File: src/shared/tcpri_pkg.sv
// constants and types for the type-c port role and power-up block
package tcpri_pkg;

  // role select field encodings
  localparam logic [1:0] ROLE_DRP = 2'h0;
  localparam logic [1:0] ROLE_UFP = 2'h1;
  localparam logic [1:0] ROLE_DFP = 2'h2;
  localparam logic [1:0] ROLE_RST = 2'h0;

  // target address chosen by the strap
  localparam logic [6:0] ADDR_STRAP_LOW  = 7'h47;
  localparam logic [6:0] ADDR_STRAP_HIGH = 7'h67;

  // orientation flag encoding with swapped channel wiring
  localparam logic ORIENT_CC2 = 1'h0;
  localparam logic ORIENT_CC1 = 1'h1;
  localparam logic ORIENT_RST = 1'h0;

  // drp toggle half period
  localparam int DRP_HALF_NS     = 40000;
  localparam int CLK_PERIOD_NS   = 8;
  localparam int DRP_HALF_CYCLES = DRP_HALF_NS / CLK_PERIOD_NS;

  // port states, one-hot
  typedef enum logic [3:0] {
    ST_DEAD     = 4'h1,
    ST_UNATT_SK = 4'h2,
    ST_UNATT_SR = 4'h4,
    ST_ACTIVE   = 4'h8
  } tcpri_state_e;

endpackage : tcpri_pkg
File: src/hdl/tcpri_core.sv
// port role selection, strap, alert, orientation and power-up sequencing
//
// Contract
// - role field 01 selects sink operation
// - role rewrite, soft reset, enable fall exit
// - strapped address pin enables control mode
// - strap low answers at address 0x47
// - register change pulls alert output low
// - orientation flag 0 is cc2, 1 cc1
// - orientation pin follows detected orientation
// - unpowered default is sink with pulldowns
// - power-on reset enters unattached sink, drp
// - unattached watches cc as source, vbus sink
// - active only after detected attach
// - role field 00 selects dual role
// - role field 10 selects source operation
`timescale 1ns/10ps
module tcpri_core #(
  parameter int DRP_HALF = tcpri_pkg::DRP_HALF_CYCLES
) (
  // clock and reset
  input  wire logic       clock,
  input  wire logic       reset_n,
  // chip enable, active low
  input  wire logic       chip_en_n,
  // address strap: driven level and floating indication
  input  wire logic       strap_level,
  input  wire logic       strap_float,
  // register side
  input  wire logic       role_wr,
  input  wire logic [1:0] role_wdata,
  input  wire logic       soft_reset,
  input  wire logic       alert_clear,
  // link side
  input  wire logic       cc_sink_seen,
  input  wire logic       cc_orient_cc1,
  input  wire logic       cc_detach,
  input  wire logic       bus_power_sense,
  // status
  output logic [1:0]      role_sel,
  output logic            i2c_mode,
  output logic [6:0]      target_addr,
  output logic            acting_source,
  output logic            pulldown_en,
  output logic            pullup_en,
  output logic            attached,
  output logic            orient_flag,
  output logic            orient_pin,
  output logic            role_exit,
  // open-drain alert, oe low while pulling low
  output logic            change_alert_out,
  output logic            change_alert_oe_n
);

  tcpri_pkg::tcpri_state_e state;
  tcpri_pkg::tcpri_state_e next_state;
  logic        en_prev;
  logic        en_fall;
  logic        exit_req;
  logic        alert_pend;
  logic        reg_change;
  logic        drp_src;
  logic [31:0] drp_cnt;
  logic        attach_ok;

  // the enable pin going from high to low leaves the role
  assign en_fall  = en_prev & ~chip_en_n;
  assign exit_req = role_wr | soft_reset | en_fall;

  always_ff @(posedge clock) begin
    if (!reset_n) begin
      // low, so a pin held low through reset shows no false fall
      en_prev <= 1'b0;
    end else begin
      en_prev <= chip_en_n;
    end
  end

  // role field; soft reset returns it to dual role
  always_ff @(posedge clock) begin
    if (!reset_n) begin
      role_sel <= tcpri_pkg::ROLE_RST;
    end else if (soft_reset) begin
      role_sel <= tcpri_pkg::ROLE_RST;
    end else if (role_wr) begin
      role_sel <= role_wdata;
    end
  end

  // strap registered every cycle after reset release, not under reset
  always_ff @(posedge clock) begin
    if (!reset_n) begin
      i2c_mode    <= 1'b0;
      target_addr <= tcpri_pkg::ADDR_STRAP_LOW;
    end else begin
      i2c_mode    <= ~strap_float;
      target_addr <= strap_level ? tcpri_pkg::ADDR_STRAP_HIGH
                                 : tcpri_pkg::ADDR_STRAP_LOW;
    end
  end

  // drp toggles between sink and source while unattached
  always_ff @(posedge clock) begin
    if (!reset_n || exit_req || state != tcpri_pkg::ST_UNATT_SK &&
        state != tcpri_pkg::ST_UNATT_SR) begin
      drp_cnt <= '0;
      drp_src <= 1'b0;
    end else if (role_sel == tcpri_pkg::ROLE_DRP) begin
      if (drp_cnt >= 32'(DRP_HALF - 1)) begin
        drp_cnt <= '0;
        drp_src <= ~drp_src;
      end else begin
        drp_cnt <= drp_cnt + 32'h1;
      end
    end
  end

  // attach: cc sees sink pulldown as source, vbus as sink
  assign attach_ok = acting_source ? cc_sink_seen : bus_power_sense;

  always_comb begin
    next_state = state;
    case (state)
      tcpri_pkg::ST_DEAD: begin
        next_state = tcpri_pkg::ST_UNATT_SK;
      end
      tcpri_pkg::ST_UNATT_SK, tcpri_pkg::ST_UNATT_SR: begin
        if (attach_ok) begin
          next_state = tcpri_pkg::ST_ACTIVE;
        end else if (acting_source) begin
          next_state = tcpri_pkg::ST_UNATT_SR;
        end else begin
          next_state = tcpri_pkg::ST_UNATT_SK;
        end
      end
      tcpri_pkg::ST_ACTIVE: begin
        if (acting_source ? cc_detach : ~bus_power_sense) begin
          next_state = tcpri_pkg::ST_UNATT_SK;
        end
      end
      default: next_state = tcpri_pkg::ST_UNATT_SK;
    endcase
    if (exit_req && state != tcpri_pkg::ST_DEAD) begin
      next_state = tcpri_pkg::ST_UNATT_SK;
    end
  end

  // reset leaves the port in the dead-battery sink default
  always_ff @(posedge clock) begin
    if (!reset_n) begin
      state <= tcpri_pkg::ST_DEAD;
    end else begin
      state <= next_state;
    end
  end

  // sink role holds while attached so a source drop cannot flip it
  always_ff @(posedge clock) begin
    if (!reset_n) begin
      acting_source <= 1'b0;
    end else if (exit_req) begin
      acting_source <= 1'b0;
    end else if (state != tcpri_pkg::ST_ACTIVE) begin
      case (role_sel)
        tcpri_pkg::ROLE_UFP: acting_source <= 1'b0;
        tcpri_pkg::ROLE_DFP: acting_source <= 1'b1;
        default:             acting_source <= drp_src;
      endcase
    end
  end

  assign pulldown_en = ~acting_source;
  assign pullup_en   = acting_source;
  assign role_exit   = exit_req;

  // orientation latched on attach
  always_ff @(posedge clock) begin
    if (!reset_n) begin
      attached    <= 1'b0;
      orient_flag <= tcpri_pkg::ORIENT_RST;
      orient_pin  <= tcpri_pkg::ORIENT_RST;
    end else begin
      attached <= (next_state == tcpri_pkg::ST_ACTIVE);
      if (state != tcpri_pkg::ST_ACTIVE &&
          next_state == tcpri_pkg::ST_ACTIVE) begin
        orient_flag <= cc_orient_cc1 ? tcpri_pkg::ORIENT_CC1
                                     : tcpri_pkg::ORIENT_CC2;
        orient_pin  <= cc_orient_cc1;
      end
    end
  end

  // a role write, soft reset or attach change raises the alert; set beats clear
  assign reg_change = role_wr | soft_reset |
                      ((state == tcpri_pkg::ST_ACTIVE) !=
                       (next_state == tcpri_pkg::ST_ACTIVE));

  always_ff @(posedge clock) begin
    if (!reset_n) begin
      alert_pend <= 1'b0;
    end else if (reg_change) begin
      alert_pend <= 1'b1;
    end else if (alert_clear) begin
      alert_pend <= 1'b0;
    end
  end

  assign change_alert_out  = 1'b0;
  assign change_alert_oe_n = ~alert_pend;

  // assertions
  a_sink_role_fixed: assert property (
    @(posedge clock) disable iff (!reset_n)
    role_sel == tcpri_pkg::ROLE_UFP && !role_wr && !soft_reset &&
    state != tcpri_pkg::ST_ACTIVE |=> !acting_source)
    else $error("sink role not held");

  a_src_role_fixed: assert property (
    @(posedge clock) disable iff (!reset_n)
    role_sel == tcpri_pkg::ROLE_DFP && !exit_req &&
    state != tcpri_pkg::ST_ACTIVE |=> acting_source)
    else $error("source role not held");

  a_exit_restart: assert property (
    @(posedge clock) disable iff (!reset_n)
    exit_req && state != tcpri_pkg::ST_DEAD |=>
    state == tcpri_pkg::ST_UNATT_SK && !attached)
    else $error("role not left on exit");

  a_enable_fall: assert property (
    @(posedge clock) disable iff (!reset_n)
    $past(reset_n) && $past(chip_en_n) && !chip_en_n |-> role_exit)
    else $error("enable fall not an exit");

  a_exit_sink: assert property (
    @(posedge clock) disable iff (!reset_n)
    soft_reset |=> role_sel == tcpri_pkg::ROLE_DRP && !acting_source)
    else $error("soft reset did not restart");

  a_float_strap: assert property (
    @(posedge clock) disable iff (!reset_n)
    strap_float |=> !i2c_mode)
    else $error("floating strap gave control mode");

  a_addr_strap: assert property (
    @(posedge clock) disable iff (!reset_n)
    !strap_level && !strap_float |=>
    target_addr == tcpri_pkg::ADDR_STRAP_LOW && i2c_mode)
    else $error("wrong strapped address");

  a_alert_set: assert property (
    @(posedge clock) disable iff (!reset_n)
    role_wr |=> !change_alert_oe_n)
    else $error("alert not raised");

  // a clear in the same cycle as a change must lose
  a_alert_change: assert property (
    @(posedge clock) disable iff (!reset_n)
    reg_change |=> !change_alert_oe_n)
    else $error("alert lost to clear");

  a_alert_clear: assert property (
    @(posedge clock) disable iff (!reset_n)
    alert_clear && !reg_change |=> change_alert_oe_n)
    else $error("alert not released");

  a_orient_flag: assert property (
    @(posedge clock) disable iff (!reset_n)
    state != tcpri_pkg::ST_ACTIVE && next_state == tcpri_pkg::ST_ACTIVE
    |=> orient_flag == ($past(cc_orient_cc1) ? tcpri_pkg::ORIENT_CC1
                                             : tcpri_pkg::ORIENT_CC2))
    else $error("orientation flag coded wrong");

  a_orient_pin: assert property (
    @(posedge clock) disable iff (!reset_n)
    state != tcpri_pkg::ST_ACTIVE && next_state == tcpri_pkg::ST_ACTIVE
    |=> orient_pin == $past(cc_orient_cc1) && orient_flag == orient_pin)
    else $error("orientation not latched");

  a_dead_pulldown: assert property (
    @(posedge clock) disable iff (!reset_n)
    state == tcpri_pkg::ST_DEAD |-> pulldown_en && !pullup_en)
    else $error("dead state without pulldowns");

  a_active_cause: assert property (
    @(posedge clock) disable iff (!reset_n)
    state != tcpri_pkg::ST_ACTIVE ##1 state == tcpri_pkg::ST_ACTIVE |->
    $past(attach_ok))
    else $error("active without attach");

  a_unatt_watch: assert property (
    @(posedge clock) disable iff (!reset_n)
    state == tcpri_pkg::ST_UNATT_SK && !acting_source && bus_power_sense &&
    !exit_req |=> state == tcpri_pkg::ST_ACTIVE)
    else $error("vbus attach missed");

  a_drp_follow: assert property (
    @(posedge clock) disable iff (!reset_n)
    role_sel == tcpri_pkg::ROLE_DRP && !exit_req &&
    state != tcpri_pkg::ST_ACTIVE |=> acting_source == $past(drp_src))
    else $error("dual role not toggling");

  // runs through reset on purpose, so it carries no disable
  a_powerup_sink: assert property (
    @(posedge clock)
    $rose(reset_n) |-> state == tcpri_pkg::ST_DEAD && pulldown_en
    ##1 (state == tcpri_pkg::ST_UNATT_SK || state == tcpri_pkg::ST_ACTIVE))
    else $error("power-up path wrong");

endmodule : tcpri_core

File: config.mk
export PLATFORM = sky130hd
export DESIGN_NAME = tcpri_core
export DESIGN_NICKNAME = d
export VERILOG_FILES = /design/src/shared/tcpri_pkg.sv /design/src/hdl/tcpri_core.sv
export SDC_FILE = /design/constraint.sdc
export NUM_CORES = 1
export LEC_CHECK = 0
export BUFFER_PORTS_ARGS = -buffer_cell sky130_fd_sc_hd__buf_4
export CAP_MARGIN = 20
export CORE_AREA = 2 2 93 50
export CTS_CLUSTER_DIAMETER = 60
export DETAILED_ROUTE_END_ITERATION = 8
export DIE_AREA = 0 0 95 52
export PLACE_DENSITY_LB_ADDON = 0.3
export SKIP_LAST_GASP = 1
export SLEW_MARGIN = 15
export SYNTH_ARGS = -nofsm -noshare
export SYNTH_HDL_FRONTEND = slang
export SYNTH_SLANG_ARGS = --single-unit
File: constraint.sdc
create_clock -name clock -period 3.8 [get_ports clock]
set_input_delay 0 -clock clock [delete_from_list [all_inputs] [get_ports clock]]
set_output_delay 0 -clock clock [all_outputs]
set_load 0.05 [all_outputs]
==> impl_metrics.py, run 1 <==
metrics = {
    "run_status": {
        "status": "complete, but fails checks",
        "violations": "hold timing",
    },
    "clocking": {
        "cts_hold_buffers": 12,
        "clk_pin_slew_worst_paths_ps": 80,
        "cts_tree": "done",
        "clock-sinks": 46,
        "cts-root-buf": "clkbuf_8",
        "cts_buffers": 5,
        "post_cts_buffers": 0,
        "cts_resized": 0,
        "cts.htree.levels": 2,
        "clk-insertion-delay-late_ps": 300,
        "clockBufferDepth": 2,
    },
    "drt": {
        "wl_per_cell_um": 14.4,
        "ant_nets": 0,
        "wirelength_mm": 4.90,
        "drt-pass1-iter-count": 4,
        "num_vias": 1869,
        "vias_per_cell": 5.48,
        "post-route-drc-count": 0,
        "drt-initial-drc-count": 189,
    },
    "pwr": {
        "switchingPower_w": 0.000219,
        "ir_worst_vdd_mv": 0.196,
        "swShare_pct": 23.1,
        "power_frac_clock_pct": 39.8,
        "internal-power_w": 0.000729,
        "power.density_nw_per_um2": 364,
        "pwr-share-comb_pct": 8.5,
        "leakage_nw": 1.00,
        "p_seq_share_pct": 51.7,
    },
    "placed_design": {
        "finalWeightedCongestion": 0.959,
        "portBuffers": 25,
        "hpwlAfterDp_mm": 3.55,
        "dpl_cell_area_um2": 2370,
    },
    "yosys": {
        "yosysSeqAreaShare_pct": 42.3,
        "syn_inst": 249,
        "yosysWarnings": 0,
        "async_reset_ff_share_pct": 0,
        "syn_area_um2": 2180,
        "ys_types": 43,
        "syn_avg_cell_area_um2": 8.74,
        "synth-edff-count": 0,
        "synth-seq-cells": 46,
        "ys.flop_type": "dfxtp_1",
    },
    "die": {
        "rows": 17,
        "start_util_pct": 52.0,
        "core-area_um2": 4190,
        "die_area_um2": 4940,
        "die_w_um": 95,
        "ios": 33,
        "die_h_um": 52,
    },
    "global_route": {
        "grt_max_degree": 33,
        "gr-total-overflow": 0,
        "globalRouteTotalUtil_pct": 21.4,
        "grt_pass1_wl_mm": 7.98,
        "grt_pass1_vias": 1622,
        "antenna_found_initial": 0,
    },
    "worst_setup_path": {
        "cp_max_fo": 11,
        "critPathLaunchType": "flip-flop",
        "r2r_slack_ps": 1560,
        "r2r_start": "role_sel[0]",
        "critPathArrivalTime_ps": 2480,
        "crit_type": "flip-flop to flip-flop",
        "critPathRequiredTime_ps": 4040,
        "startpoint": "role_sel[0]",
        "end_kind": "flip-flop",
    },
    "sta": {
        "whs_ps": -1.62,
        "tightest_slew_ps": 834,
        "fin_crit_sh_pct": 59.0,
        "fmax_mhz": 446,
        "clock_skew_ps": 8.46,
        "relSlewSlack_pct": 43.9,
        "finalSetupTns_ps": 0,
        "final_max_slew_viol_count": 0,
        "finalHoldViolCount": 1,
        "setup_violations": 0,
        "rsz0062_at_grt": "no",
        "layout_min_cycle_time_ps": 2240,
    },
    "min_path": {
        "min_from": "role_wr",
        "hold_class": "primary input to flip-flop",
    },
    "run": {
        "cap_viol_max_count": 0,
    },
    "layout": {
        "synthToLayoutAreaGrowth_pct": 19.7,
        "final_cell_mix": "dfxtp_1 (46), nor2_1 (42), buf_4 (26)",
        "drive_above_1_share_pct": 14.4,
        "fin_util_pct": 62.2,
        "diodes": 0,
        "fin_area_um2": 2610,
        "nNetsFinal": 302,
        "layout_commonest_cell": "dfxtp_1",
    },
}
-- kinds of logic (layout without fill, tap and decap cells) --
logic type,Yosys count,count (layout),share of synthesized area (%)
AOI/OAI and AO/OA,21,21,6.38
xor gates and xnor gates,24,24,9.66
adders and majority gates,4,4,2.30
buffers and inverters,22,52,5.63
DFF,46,46,42.3
muxes,5,5,2.30
other,2,7,0.345
and+or+nand+nor,125,125,31.1
-- per-layer routing --
layer  GRT usage (%)  share of wire (%)  vias to the layer above
met5               0                  0                        -
met4            4.59               0.57                        0
met3            5.36                6.9                        5
met2            26.0                 36                       52
met1            35.8                 56                      883
li1                -                  -                      929
-- worst max-delay path, cell delays in order, from the launching register on --
cell and delay (ps):
dfxtp_1 330, inv_1 80, ha_1 370, nand3_1 190
or3_1 450, nand3b_4 200, or4_1 410, a21oi_1 150
-- metrics by stage --
stage	std cells	setup slack [ps]	power, W
3_5_place_dp	322	1590	0.000571
5_1_grt	341	1370	0.000974
6_report	341	1560	0.000948
3_3_place_gp	322	1690	0.000571
4_1_cts	341	1560	0.000944
2_1_floorplan	254	1780	0.000554
-- state kept, by name, summed over array words and instances, names as in the netlist --
signal,cells
drp_cnt,32
alert_pend,1
role_sel,2
attached,1
acting_source,1
state,4
target_addr,1
drp_src,1
i2c_mode,1
orient_flag,1
en_prev,1
-- synth_stat cells, types with 2 or more instances --
master | instances | area [um^2]
dfxtp_1 | 46 | 921
nor2_1 | 42 | 158
xor2_1 | 17 | 149
nand3_1 | 14 | 70.1
buf_4 | 10 | 75.1
nand2_1 | 10 | 37.5
nor4_1 | 9 | 56.3
and3_1 | 8 | 50.1
nand4_1 | 8 | 50.1
inv_1 | 7 | 26.3
xnor2_1 | 7 | 61.3
a31oi_1 | 6 | 37.5
mux2i_1 | 5 | 50.1
a21oi_1 | 4 | 20.0
and2_1 | 4 | 25.0
and4_1 | 4 | 35.0
ha_1 | 4 | 50.1
nor2b_1 | 4 | 25.0
nor3_1 | 4 | 20.0
or4_1 | 4 | 30.0
clkbuf_1 | 3 | 11.3
nand2b_1 | 3 | 18.8
a211oi_1 | 2 | 15.0
buf_2 | 2 | 10.0
conb_1 | 2 | 7.51
o21ai_0 | 2 | 10.0
or3_1 | 2 | 12.5
-- worst paths after layout --
path / depth (start not counted) / end
worst max-delay path: 7 / drp_cnt[29]
worst min-delay path: 3 / role_sel[0]
worst max register to register: 7 / drp_cnt[29]
worst min register to register: 2 / drp_cnt[31]
-- power by group through the flow --
stage | Combinational (W) | Clock (W) | Sequential, W
3_5_place_dp | 0.0000701 | 0 | 0.000501
2_1_floorplan | 0.0000457 | 0 | 0.000509
6_report | 0.0000808 | 0.000377 | 0.000490
3_3_place_gp | 0.0000699 | 0 | 0.000501
4_1_cts | 0.0000803 | 0.000374 | 0.000490
5_1_grt | 0.0000866 | 0.000397 | 0.000491
-- area by class of cell --
class	count	area, um^2
Multi-Input combinational cell	186	1160
Sequential cell	46	921
Inverter	7	26.3
Clock buffer	6	82.6
Fill cell	335	1590
Clock inverter	1	30.0
Timing Repair Buffer	38	315
Tap cell	57	71.3
(Power assumes the default switching activity.)
==> run 2, diff against run 1 <==
--- a/config.mk
+++ b/config.mk
@@ -7,10 +7,10 @@
 export LEC_CHECK = 0
 export BUFFER_PORTS_ARGS = -buffer_cell sky130_fd_sc_hd__buf_4
 export CAP_MARGIN = 20
-export CORE_AREA = 2 2 93 50
+export CORE_AREA = 2 2 97 52
 export CTS_CLUSTER_DIAMETER = 60
 export DETAILED_ROUTE_END_ITERATION = 8
-export DIE_AREA = 0 0 95 52
+export DIE_AREA = 0 0 99 54
 export PLACE_DENSITY_LB_ADDON = 0.3
 export SKIP_LAST_GASP = 1
 export SLEW_MARGIN = 15
==> constraint.sdc (replaced) <==
create_clock -name clock -period 2 [get_ports clock]
set_input_delay 0 -clock clock [delete_from_list [all_inputs] [get_ports clock]]
set_output_delay 0 -clock clock [all_outputs]
set_load 0.05 [all_outputs]
==> run 2 against run 1 <==
  * The run now ends clean
  * Sequential power is 90% higher
  * Worst hold slack improved by 4.9 ps
  * Worst setup slack lost 1600 ps
  * Combinational power up 100%
  * Clock power is 92% higher
  * Clock-buffer cell count is the same
  * Maximum frequency up 12%
  * Critical endpoint is now orient_flag
==> impl_metrics.py, run 2 (synthesis results as in run 1) <==
metrics = {
    "run_status": {
        "status": "finished, final reports clean",
    },
    "pwr": {
        "pwr-share-comb_pct": 9.1,
        "switchingPower_w": 0.000427,
        "swShare_pct": 23.5,
        "internal-power_w": 0.00139,
        "ir_worst_vdd_mv": 0.389,
        "power_frac_clock_pct": 39.7,
        "power.density_nw_per_um2": 663,
        "leakage_nw": 1.08,
        "p_seq_share_pct": 51.2,
    },
    "clocking": {
        "post_cts_buffers": 0,
        "clock-sinks": 46,
        "clk-insertion-delay-late_ps": 310,
        "cts-root-buf": "clkbuf_8",
        "clockBufferDepth": 2,
        "cts_tree": "done",
        "clk_pin_slew_worst_paths_ps": 90,
        "cts_buffers": 5,
        "cts.htree.levels": 2,
    },
    "layout": {
        "layout_commonest_cell": "dfxtp_1",
        "top_regs": "drp_cnt x32, state x4, role_sel x2",
        "diodes": 0,
        "fin_util_pct": 59.4,
        "largest-register": "drp_cnt",
        "final_cell_count_no_fill": 357,
        "synthToLayoutAreaGrowth_pct": 26.0,
        "largest_register_ffs": 32,
        "final_cell_mix": "dfxtp_1 (45), nor2_1 (42), buf_4 (35)",
        "nNetsFinal": 315,
        "drive_above_1_share_pct": 18.5,
        "fin_area_um2": 2740,
    },
    "worst_setup_path": {
        "cp_max_fo": 3,
        "critPathRequiredTime_ps": 2210,
        "crit_type": "flip-flop to flip-flop",
        "end_kind": "flip-flop",
        "critPathLaunchType": "flip-flop",
        "critPathArrivalTime_ps": 2200,
    },
    "global_route": {
        "globalRouteTotalUtil_pct": 20.9,
        "antenna_found_initial": 0,
        "grt_pass1_wl_mm": 8.27,
        "grt_max_degree": 33,
        "grt_pass1_vias": 1622,
        "gr-total-overflow": 0,
    },
    "sta": {
        "fin_crit_sh_pct": 99.7,
        "finalHoldViolCount": 0,
        "clock_skew_ps": 9.14,
        "finalSetupTns_ps": 0,
        "layout_min_cycle_time_ps": 1990,
        "final_max_slew_viol_count": 0,
        "fmax_mhz": 501,
        "rsz0062_at_grt": "yes",
        "worst_slack_ps": 5.89,
        "setup_violations": 0,
    },
    "die": {
        "start_util_pct": 47.2,
        "ios": 33,
        "die_area_um2": 5350,
        "rows": 18,
        "die_h_um": 54,
        "die_w_um": 99,
        "core-area_um2": 4620,
    },
    "placed_design": {
        "dpl_cell_area_um2": 2460,
        "dp_slack_ps": 30.9,
        "portBuffers": 25,
        "hpwlAfterDp_mm": 3.79,
        "finalWeightedCongestion": 0.913,
        "dp.cells": 335,
    },
    "drt": {
        "wl_per_cell_um": 15.4,
        "num_vias": 1915,
        "drt-initial-drc-count": 157,
        "ant_nets": 0,
        "vias_per_cell": 5.36,
        "post-route-drc-count": 0,
        "wirelength_mm": 5.48,
        "drt-pass1-iter-count": 4,
    },
    "min_path": {
        "hold_class": "primary input to flip-flop",
    },
    "run": {
        "cap_viol_max_count": 0,
    },
}
[run 2: worst paths after layout]
check                           startpoint           to  slack [ps]  depth (start not counted)
worst max-delay path              state[1]  orient_flag           6                          6
worst min-delay path            soft_reset   alert_pend           3                          3
worst max register to register    state[1]  orient_flag           6                          6
worst min register to register  alert_pend   alert_pend         500                          2
[run 2: cell type report]
cell class,instances,area [um^2]
fill,408,1870
multi-input combinational,186,1170
sequential,46,922
timing repair buffer,51,433
clock inverter,1,30.0
clock buffer,6,82.6
inverter,7,26.3
tap,60,75.1
[run 2: stage by stage]
stage / total power (W) / hold WS (ps)
final: 0.00182 / 3.29
after global routing: 0.00187 / 38.8
after CTS: 0.00182 / 2.79
after detailed placement: 0.00109 / 155
after global placement: 0.00109 / 152
after floorplan: 0.00105 / 66.7
[run 2: power by group through the flow]
stage	logic (W)	registers [W]	clock network (W)
finish	0.000165	0.000931	0.000722
CTS	0.000161	0.000931	0.000728
global placement	0.000137	0.000952	0
floorplan	0.0000868	0.000967	0
detailed placement	0.000138	0.000952	0
global route	0.000175	0.000932	0.000765
[run 2: worst max-delay path, stage by stage, from the launching register on]
cell and delay [ps]:
dfxtp_1 340, or4b_2 720, a21o_1 230, a21oi_2 180, ha_1 190, mux2i_1 190, nor2_1 50
[run 2: timing repair]
action	CTS	global route
hold buffers	15	0
hold endpoints to repair	11	0
resized for setup	0	3
setup endpoints to repair	0	34
[run 2: layer usage]
metal | wire length [um] | track usage [%]
met3 | 442 | 6.75
met4 | 95 | 7.53
met1 | 2860 | 32.8
met2 | 2080 | 24.9
met5 | 0 | 3.85
